--- src/rtl/dao_defs.svh ---
// constants for the dual converter output control block
`ifndef DAO_DEFS_SVH
`define DAO_DEFS_SVH

// ----------------------------------------------------------------
// result word and pipeline layout
// ----------------------------------------------------------------
`define DAO_WORD_W 14
`define DAO_MSB 13
`define DAO_LVL_W 16
`define DAO_LVL_SIGN 15
`define DAO_CODE_MAX 16'h3FFF
`define DAO_CODE_MAX_W 14'h3FFF
`define DAO_CODE_MIN_W 14'h0000
`define DAO_SLICE 2
`define DAO_LAST_SLICE 4
`define DAO_FRONT_STAGES 5
`define DAO_ALIGN 3
`define DAO_MSB_MASK 14'h2000

// ----------------------------------------------------------------
// four-level mode input codes
// ----------------------------------------------------------------
`define DAO_MODE_GND 2'h0
`define DAO_MODE_THIRD 2'h1
`define DAO_MODE_TWO_THIRD 2'h2
`define DAO_MODE_SUPPLY 2'h3

// ----------------------------------------------------------------
// synchronised pin vector layout
// ----------------------------------------------------------------
`define DAO_PIN_W 9
`define DAO_PIN_MODE_LO 0
`define DAO_PIN_MODE_HI 1
`define DAO_PIN_CLK_A 2
`define DAO_PIN_CLK_B 3
`define DAO_PIN_PD_A 4
`define DAO_PIN_PD_B 5
`define DAO_PIN_DEN_A 6
`define DAO_PIN_DEN_B 7
`define DAO_PIN_SWAP 8

// ----------------------------------------------------------------
// period measurement for the duty-cycle stabilizer
// ----------------------------------------------------------------
`define DAO_CNT_W 8
`define DAO_CNT_ONE 8'h01
`define DAO_CNT_MAX 8'hFF

`endif

--- src/rtl/dao_pkg.sv ---
// types shared by the dual converter output control block
`include "dao_defs.svh"

package dao_pkg;

    // one channel result: range flag beside the result word
    typedef struct packed {
        logic range;
        logic [`DAO_WORD_W-1:0] word;
    } dao_chan_t;

    // one pipeline stage: resolved bits so far and remaining residue
    typedef struct packed {
        logic ovr;
        logic [`DAO_WORD_W-1:0] bits;
        logic [`DAO_WORD_W-1:0] res;
    } dao_stage_t;

    // format and stabilizer decoded from the mode input
    typedef struct packed {
        logic twos;
        logic stab;
    } dao_mode_t;

    // power and drive state of one channel
    typedef enum logic [1:0] {
        DAO_RUN_DRIVE,
        DAO_RUN_QUIET,
        DAO_NAP,
        DAO_SLEEP
    } dao_power_t;

endpackage : dao_pkg

--- src/rtl/dao_pipe.sv ---
// six-stage conversion pipeline of one channel
`timescale 1ns/1ps
`include "dao_defs.svh"

module dao_pipe
    import dao_pkg::*;
#(
    parameter int ALIGN_DEPTH = `DAO_ALIGN
)
(
    // clock and reset
    input wire logic clk_sys,
    input wire logic rstn,
    // sample clock phases
    input wire logic track,
    input wire logic rise_en,
    input wire logic fall_en,
    // power control
    input wire logic run,
    input wire logic flush,
    // sampled input level, signed
    input wire logic [`DAO_LVL_W-1:0] level,
    // merged result
    output dao_chan_t result
);

    // ----------------------------------------------------------------
    // stage arithmetic
    // ----------------------------------------------------------------

    // front stage: clip to the code range and flag over or under range
    function automatic dao_stage_t stage_load(input logic [`DAO_LVL_W-1:0] lvl);
        dao_stage_t s;
        s.bits = '0;
        if (lvl[`DAO_LVL_SIGN])
        begin
            s.ovr = 1'b1;
            s.res = `DAO_CODE_MIN_W;
        end
        else if (lvl > `DAO_CODE_MAX)
        begin
            s.ovr = 1'b1;
            s.res = `DAO_CODE_MAX_W;
        end
        else
        begin
            s.ovr = 1'b0;
            s.res = lvl[`DAO_MSB:0];
        end
        return s;
    endfunction : stage_load

    // resolve one slice and pass the amplified residue on
    function automatic dao_stage_t stage_step(input dao_stage_t s);
        dao_stage_t n;
        n.ovr = s.ovr;
        n.bits = {s.bits[`DAO_MSB-`DAO_SLICE:0], s.res[`DAO_MSB -: `DAO_SLICE]};
        n.res = {s.res[`DAO_MSB-`DAO_SLICE:0], {`DAO_SLICE{1'b0}}};
        return n;
    endfunction : stage_step

    // last stage evaluates the residue and merges all partial results
    function automatic dao_chan_t stage_merge(input dao_stage_t s);
        dao_chan_t c;
        c.range = s.ovr;
        c.word = {s.bits[`DAO_MSB-`DAO_LAST_SLICE:0], s.res[`DAO_MSB -: `DAO_LAST_SLICE]};
        return c;
    endfunction : stage_merge

    logic [`DAO_LVL_W-1:0] hold_q, hold_d;
    dao_stage_t st_q [`DAO_FRONT_STAGES];
    dao_stage_t st_d [`DAO_FRONT_STAGES];
    dao_chan_t al_q [ALIGN_DEPTH];
    dao_chan_t al_d [ALIGN_DEPTH];
    dao_chan_t out_q, out_d;

    // ----------------------------------------------------------------
    // pipeline next state
    // ----------------------------------------------------------------

    // stages alternate edges; result leaves six sample cycles after hold
    always_comb
    begin
        hold_d = track ? level : hold_q;
        st_d = st_q;
        al_d = al_q;
        out_d = out_q;
        if (flush)
        begin
            for (int i = 0; i < `DAO_FRONT_STAGES; i++)
                st_d[i] = '0;
            for (int i = 0; i < ALIGN_DEPTH; i++)
                al_d[i] = '0;
            out_d = '0;
        end
        else if (run)
        begin
            // even on fall, odd on rise
            if (fall_en)
                st_d[0] = stage_step(stage_load(hold_q));
            for (int i = 1; i < `DAO_FRONT_STAGES; i++)
            begin
                if ((i % 2 == 0) ? fall_en : rise_en)
                    st_d[i] = stage_step(st_q[i-1]);
            end
            if (rise_en)
            begin
                al_d[0] = stage_merge(st_q[`DAO_FRONT_STAGES-1]);
                for (int i = 1; i < ALIGN_DEPTH; i++)
                    al_d[i] = al_q[i-1];
                out_d = al_q[ALIGN_DEPTH-1];
            end
        end
    end

    // pipeline registers
    always_ff @(posedge clk_sys)
    begin
        if (!rstn)
        begin
            hold_q <= '0;
            for (int i = 0; i < `DAO_FRONT_STAGES; i++)
                st_q[i] <= '0;
            for (int i = 0; i < ALIGN_DEPTH; i++)
                al_q[i] <= '0;
            out_q <= '0;
        end
        else
        begin
            hold_q <= hold_d;
            st_q <= st_d;
            al_q <= al_d;
            out_q <= out_d;
        end
    end

    assign result = out_q;

endmodule : dao_pipe

--- src/rtl/dao_top.sv ---
// dual converter output control: sample clocks, power modes, format, bus swap
`timescale 1ns/1ps
`include "dao_defs.svh"

module dao_top
    import dao_pkg::*;
(
    // clock and reset
    input wire logic clk_sys,
    input wire logic rstn,
    // sample clock pins
    input wire logic sample_clock_a,
    input wire logic sample_clock_b,
    // sampled analog levels, signed, in code units
    input wire logic [`DAO_LVL_W-1:0] level_a,
    input wire logic [`DAO_LVL_W-1:0] level_b,
    // mode pins
    input wire logic output_swap_select,
    input wire logic power_down_select_a,
    input wire logic power_down_select_b,
    input wire logic drive_enable_n_a,
    input wire logic drive_enable_n_b,
    input wire logic [1:0] mode_level,
    // bus A
    output logic [`DAO_WORD_W-1:0] bus_a_bits,
    output logic range_flag_a,
    output logic bus_a_oe_n,
    // bus B
    output logic [`DAO_WORD_W-1:0] bus_b_bits,
    output logic range_flag_b,
    output logic bus_b_oe_n
);

    // ----------------------------------------------------------------
    // decode helpers
    // ----------------------------------------------------------------

    // four-level mode input to format and stabilizer
    function automatic dao_mode_t mode_decode(input logic [1:0] lvl);
        dao_mode_t m;
        unique case (lvl)
            `DAO_MODE_GND: m = '{twos: 1'b0, stab: 1'b0};
            `DAO_MODE_THIRD: m = '{twos: 1'b0, stab: 1'b1};
            `DAO_MODE_TWO_THIRD: m = '{twos: 1'b1, stab: 1'b1};
            `DAO_MODE_SUPPLY: m = '{twos: 1'b1, stab: 1'b0};
        endcase
        return m;
    endfunction : mode_decode

    // power-down and drive enable pins to channel state
    function automatic dao_power_t power_decode(input logic pd, input logic den_n);
        dao_power_t p;
        unique case ({pd, den_n})
            2'h0: p = DAO_RUN_DRIVE;
            2'h1: p = DAO_RUN_QUIET;
            2'h2: p = DAO_NAP;
            2'h3: p = DAO_SLEEP;
        endcase
        return p;
    endfunction : power_decode

    // offset binary to two's complement flips the top bit
    function automatic dao_chan_t format_word(input dao_chan_t c, input logic twos);
        dao_chan_t f;
        f.range = c.range;
        f.word = twos ? (c.word ^ `DAO_MSB_MASK) : c.word;
        return f;
    endfunction : format_word

    // ----------------------------------------------------------------
    // pin synchronisers
    // ----------------------------------------------------------------

    logic [`DAO_PIN_W-1:0] pin_raw;
    logic [`DAO_PIN_W-1:0] sync1_q, sync2_q;

    // every pin passes two flops before use
    assign pin_raw = {output_swap_select, drive_enable_n_b, drive_enable_n_a,
                      power_down_select_b, power_down_select_a,
                      sample_clock_b, sample_clock_a, mode_level};

    // synchroniser flops
    always_ff @(posedge clk_sys)
    begin
        if (!rstn)
        begin
            sync1_q <= '0;
            sync2_q <= '0;
        end
        else
        begin
            sync1_q <= pin_raw;
            sync2_q <= sync1_q;
        end
    end

    // ----------------------------------------------------------------
    // sample clock edges and duty-cycle stabilizer
    // ----------------------------------------------------------------

    dao_mode_t mode;
    logic [1:0] clk_lvl;
    logic [1:0] rise, fall, track;
    logic [1:0] prev_q, prev_d;
    logic [1:0] phase_q, phase_d;
    logic [`DAO_CNT_W-1:0] cnt_q [2];
    logic [`DAO_CNT_W-1:0] cnt_d [2];
    logic [`DAO_CNT_W-1:0] per_q [2];
    logic [`DAO_CNT_W-1:0] per_d [2];

    assign mode = mode_decode(sync2_q[`DAO_PIN_MODE_HI:`DAO_PIN_MODE_LO]);
    assign clk_lvl = {sync2_q[`DAO_PIN_CLK_B], sync2_q[`DAO_PIN_CLK_A]};

    // edges per channel; stabilizer rebuilds the fall at half period
    always_comb
    begin
        for (int c = 0; c < 2; c++)
        begin
            rise[c] = clk_lvl[c] & ~prev_q[c];
            if (mode.stab)
            begin
                fall[c] = phase_q[c] && (per_q[c] != '0) && (cnt_q[c] == (per_q[c] >> 1));
                track[c] = ~phase_q[c];
            end
            else
            begin
                fall[c] = ~clk_lvl[c] & prev_q[c];
                track[c] = ~clk_lvl[c];
            end
            prev_d[c] = clk_lvl[c];
            phase_d[c] = rise[c] ? 1'b1 : (fall[c] ? 1'b0 : phase_q[c]);
            per_d[c] = rise[c] ? cnt_q[c] : per_q[c];
            if (rise[c])
                cnt_d[c] = `DAO_CNT_ONE;
            else if (cnt_q[c] != `DAO_CNT_MAX)
                cnt_d[c] = cnt_q[c] + `DAO_CNT_ONE;
            else
                cnt_d[c] = cnt_q[c];
        end
    end

    // edge and period registers
    always_ff @(posedge clk_sys)
    begin
        if (!rstn)
        begin
            prev_q <= '0;
            phase_q <= '0;
            cnt_q <= '{default: '0};
            per_q <= '{default: '0};
        end
        else
        begin
            prev_q <= prev_d;
            phase_q <= phase_d;
            cnt_q <= cnt_d;
            per_q <= per_d;
        end
    end

    // ----------------------------------------------------------------
    // power modes and conversion pipelines
    // ----------------------------------------------------------------

    dao_power_t pwr [2];
    logic [1:0] run, flush, drive;
    dao_chan_t res [2];
    logic [`DAO_LVL_W-1:0] level [2];

    assign pwr[0] = power_decode(sync2_q[`DAO_PIN_PD_A], sync2_q[`DAO_PIN_DEN_A]);
    assign pwr[1] = power_decode(sync2_q[`DAO_PIN_PD_B], sync2_q[`DAO_PIN_DEN_B]);
    assign level[0] = level_a;
    assign level[1] = level_b;

    // run, nap keeps contents, sleep clears the pipeline
    always_comb
    begin
        for (int c = 0; c < 2; c++)
        begin
            unique case (pwr[c])
                DAO_RUN_DRIVE: {run[c], flush[c], drive[c]} = 3'h5;
                DAO_RUN_QUIET: {run[c], flush[c], drive[c]} = 3'h4;
                DAO_NAP: {run[c], flush[c], drive[c]} = 3'h0;
                DAO_SLEEP: {run[c], flush[c], drive[c]} = 3'h2;
            endcase
        end
    end

    // one pipeline per channel
    for (genvar c = 0; c < 2; c++)
    begin : g_chan
        dao_pipe #(
            .ALIGN_DEPTH(`DAO_ALIGN)
        ) u_pipe (
            .clk_sys(clk_sys),
            .rstn(rstn),
            .track(track[c]),
            .rise_en(rise[c]),
            .fall_en(fall[c]),
            .run(run[c]),
            .flush(flush[c]),
            .level(level[c]),
            .result(res[c])
        );
    end

    // ----------------------------------------------------------------
    // output swap and drivers
    // ----------------------------------------------------------------

    dao_chan_t src_a, src_b;
    dao_chan_t out_a_q, out_a_d, out_b_q, out_b_d;
    logic oe_a_n_q, oe_a_n_d, oe_b_n_q, oe_b_n_d;

    // route channels to buses and apply format
    always_comb
    begin
        src_a = sync2_q[`DAO_PIN_SWAP] ? res[0] : res[1];
        src_b = sync2_q[`DAO_PIN_SWAP] ? res[1] : res[0];
        out_a_d = drive[0] ? format_word(src_a, mode.twos) : '0;
        out_b_d = drive[1] ? format_word(src_b, mode.twos) : '0;
        oe_a_n_d = ~drive[0];
        oe_b_n_d = ~drive[1];
    end

    always_ff @(posedge clk_sys)
    begin
        if (!rstn)
        begin
            out_a_q <= '0;
            out_b_q <= '0;
            oe_a_n_q <= 1'b1;
            oe_b_n_q <= 1'b1;
        end
        else
        begin
            out_a_q <= out_a_d;
            out_b_q <= out_b_d;
            oe_a_n_q <= oe_a_n_d;
            oe_b_n_q <= oe_b_n_d;
        end
    end

    assign bus_a_bits = out_a_q.word;
    assign range_flag_a = out_a_q.range;
    assign bus_a_oe_n = oe_a_n_q;
    assign bus_b_bits = out_b_q.word;
    assign range_flag_b = out_b_q.range;
    assign bus_b_oe_n = oe_b_n_q;

endmodule : dao_top

--- config.mk ---
export PLATFORM = sky130hd
export DESIGN_NAME = dao_top
export DESIGN_NICKNAME = d
export VERILOG_FILES = /design/src/rtl/dao_pkg.sv /design/src/rtl/dao_pipe.sv /design/src/rtl/dao_top.sv
export VERILOG_INCLUDE_DIRS = /design/src /design/src/rtl
export SDC_FILE = /design/constraint.sdc
export NUM_CORES = 1
export LEC_CHECK = 0
export BUFFER_PORTS_ARGS = -buffer_cell sky130_fd_sc_hd__buf_2
export CAP_MARGIN = 5
export CORE_ASPECT_RATIO = 1.4
export CORE_MARGIN = 3
export CORE_UTILIZATION = 30
export CTS_CLUSTER_SIZE = 24
export DETAILED_ROUTE_END_ITERATION = 10
export PLACE_DENSITY = 0.5
export SLEW_MARGIN = 0
export SYNTH_ARGS = -nofsm -noshare
export SYNTH_HDL_FRONTEND = slang
export SYNTH_SLANG_ARGS = --single-unit
--- constraint.sdc ---
create_clock -name clk_sys -period 3.2 [get_ports clk_sys]
set_input_delay 0.32 -clock clk_sys [delete_from_list [all_inputs] [get_ports clk_sys]]
set_output_delay 0.32 -clock clk_sys [all_outputs]
set_load 0.005 [all_outputs]
==> results.md <==
* Syn avg cell area at 8.413 um2
* CP required at 3.65 ns
* Worst Skew at 0.01146 ns
* Initial antenna violation count at 0
* Max FO, Critical Path at 20
* Fin nets at 1766
* Fmax achieved at 374.8 MHz
* DRC at 0
* Pin count of the biggest net entering global routing at 91
* Crit path largest cell delay at 0.41 ns
* CTS tree: built
* Crit. End Element: register
* Pre-antenna DRT Iters at 4
* Synthesized Nets at 1740
* Run status: completed
* Synth warnings at 0
* EDFF count, synth at 0
* Number of fill cells in the layout at 4938
* Worst hold-check path type: primary input to register
* Tcrit/Tclk final at 83.39%
* Post-synth cell types at 38
* Delay-heaviest family, CP: simple AND/OR/NAND/NOR gates
* Root buffer cell: clkbuf_16
* Peak supply drop at 0.3170 mV
* Slew Limit Headroom at 34.90%
* Dpl ws at 0.5184 ns
* Slowest stage cell, crit path: ha_1
* Async SR Flop Fraction at 0%
* # IOs at 75
* # diodes at 0
* Die Width at 190.2 um
* Most common cell after layout, fill and taps aside: nand2_1
* Final HPWL DP at 17.18 mm
* Final WS setup at 0.5316 ns
* Final setup violation count at 0
* Max-Cap Viols at 0
* Critical Path AT at 3.12 ns
* Worst r2r path cells at 8
* Clock sinks at 388
* Worst hold path stage count at 3
* Top FF cell, synth: dfxtp_1
* Cell chain of the critical path: inv_1, ha_1, or3b_1, nor4_2, a31oi_2, nor2_4, buf_4, mux2i_1
* Mapped cell area at 14240 um2
* Setup_tns at 0 ns
* Die area at 50170 um2
* Synth-to-Final Area Change at 15.56%
* Fin. Hold Viols at 0
* CTS hold repair buffers at 8
* WP buf/inv at 2
* Post-layout min period at 2.668 ns
* Initial DRC count at 515
* Die Y at 263.8 um
* Num CTS Buffers at 41
* WL final at 29.12 mm
* # H-tree levels at 2
* IO Port Bufs at 74
* Core Box Area at 46430 um2
* Worst skew pair latency at 0.53 ns
* Post CTS Setup Buffer Count at 0
* Type of origin of the critical path: register
* First-pass GRT wire length at 49.07 mm
* Commonest non-fill, non-tap cells in the layout: nand2_1, dfxtp_1, a21oi_1
* Mean routed wirelength per cell at 12.33 um
* Slew Limit Fails at 0
* Post-cts resize count at 0
* Initial core utilization at 30.68%
* Mapped Cells at 1693
* Global route overflow at 0
* Vias at 10.63k
* Worst path depth at 8
* Clock Tree Buf Depth at 3
* Vias in the first global route at 10.20k
* Clock transition at path regs at 0.06 ns
* Gr usage total at 11.33%
* DR vias/cell at 4.500
* Placer congestion estimate at 0.7477
* Sequential share of the synthesized area at 54.53%
* Crit path kind: register to register
* Fraction of layout instances using a drive strength above 1 at 9.685%
* Setup repair after global routing missed its margin: false
* Worst Max-Slew Pin Slew at 0.9765 ns
* FP Rows at 93
* Detail Route Antenna Nets at 0
* PD cells at 594.3 nW/um2
* Yosys reg bits at 388
* LEAKAGE at 0.005698 uW
## worst register-to-register path: stages, from the launching register on
cell     delay [ns]
dfxtp_1        0.33
inv_1          0.04
ha_1           0.41
or3b_1         0.41
nor4_2         0.28
a31oi_2        0.35
nor2_4         0.19
buf_4          0.35
mux2i_1        0.24
## kinds of logic (layout without fill, tap and decap cells)
group,Yosys count,after routing,share of synthesized area (%)
simple gates,794,794,23.02
flops,388,388,54.53
compound gates,273,273,10.71
buf+inv,118,170,3.391
mux,96,96,6.764
xor+xnor,20,20,1.230
fa+ha+maj,4,4,0.3514
## cells in the mapped netlist (5+ instances only)
| cell | number | area, um2 |
|---|---|---|
| a21boi_0 | 50 | 375.4 |
| a21oi_1 | 183 | 915.9 |
| and2_1 | 20 | 125.1 |
| and3_1 | 5 | 31.28 |
| clkbuf_1 | 106 | 397.9 |
| dfxtp_1 | 388 | 7767 |
| mux2i_1 | 94 | 940.9 |
| nand2_1 | 617 | 2316 |
| nand2b_1 | 6 | 37.54 |
| nand3_1 | 8 | 40.04 |
| nor2_1 | 79 | 296.5 |
| nor3_1 | 5 | 25.02 |
| nor4_1 | 6 | 37.54 |
| o21ai_0 | 32 | 160.2 |
| or4_1 | 30 | 225.2 |
| xor2_1 | 16 | 140.1 |
## cell type report
cell class	instances	area, um2	area share (%)
clock inverter	12	97.59	0.5929
inverter	2	7.507	0.04561
tap	617	772.0	4.690
timing repair buffer	99	628.1	3.816
clock buffer	57	1166	7.085
multi-input combinational	1187	6021	36.58
sequential	388	7767	47.19
## stage by stage
stage                     utilization (%)  total power (uW)  area [um2]  hold WS [ns]  cells
after floorplan                         -              5294       14240        0.4119   1693
after global placement              32.56              5418       15120        0.4253   2285
after detailed placement            32.56              5422       15120        0.4185   2285
after CTS                           35.45              9961       16460       0.01393   2362
after global routing                35.45             10190       16460       0.02790   2362
final                               35.45              9782       16460       0.05111   2362
## path summary, 6_finish.rpt
check	start	end	slack, ns
max	sync2_q[0]	g_chan[0].u_pipe.st_q[20]	0.53
min	level_b[8]	g_chan[1].u_pipe.hold_q[8]	0.05
max reg2reg	sync2_q[0]	g_chan[0].u_pipe.st_q[20]	0.53
min reg2reg	sync1_q[3]	sync2_q[3]	0.43
## layer usage
metal / GRT usage, % / wire length, um
met1: 14.48 / 14120
met2: 19.26 / 13210
met3: 2.217 / 1168
met4: 3.532 / 617
met5: 0 / 0
## state kept, by name (all words and copies together), names as in the netlist, 2 cells and up
register	flops
g_chan.u_pipe.st_q	150
g_chan.u_pipe.al_q	90
g_chan.u_pipe.hold_q	32
g_chan.u_pipe.result	30
cnt_q	16
per_q	16
bus_a_bits	14
bus_b_bits	14
sync1_q	9
sync2_q	9
phase_q	2
prev_q	2
## power by group
group | switching (uW) | internal, uW
combinational | 259 | 118
clock | 1850 | 2620
sequential | 46.9 | 4890
total | 2160 | 7620
Power figures use the tool's default switching activity.
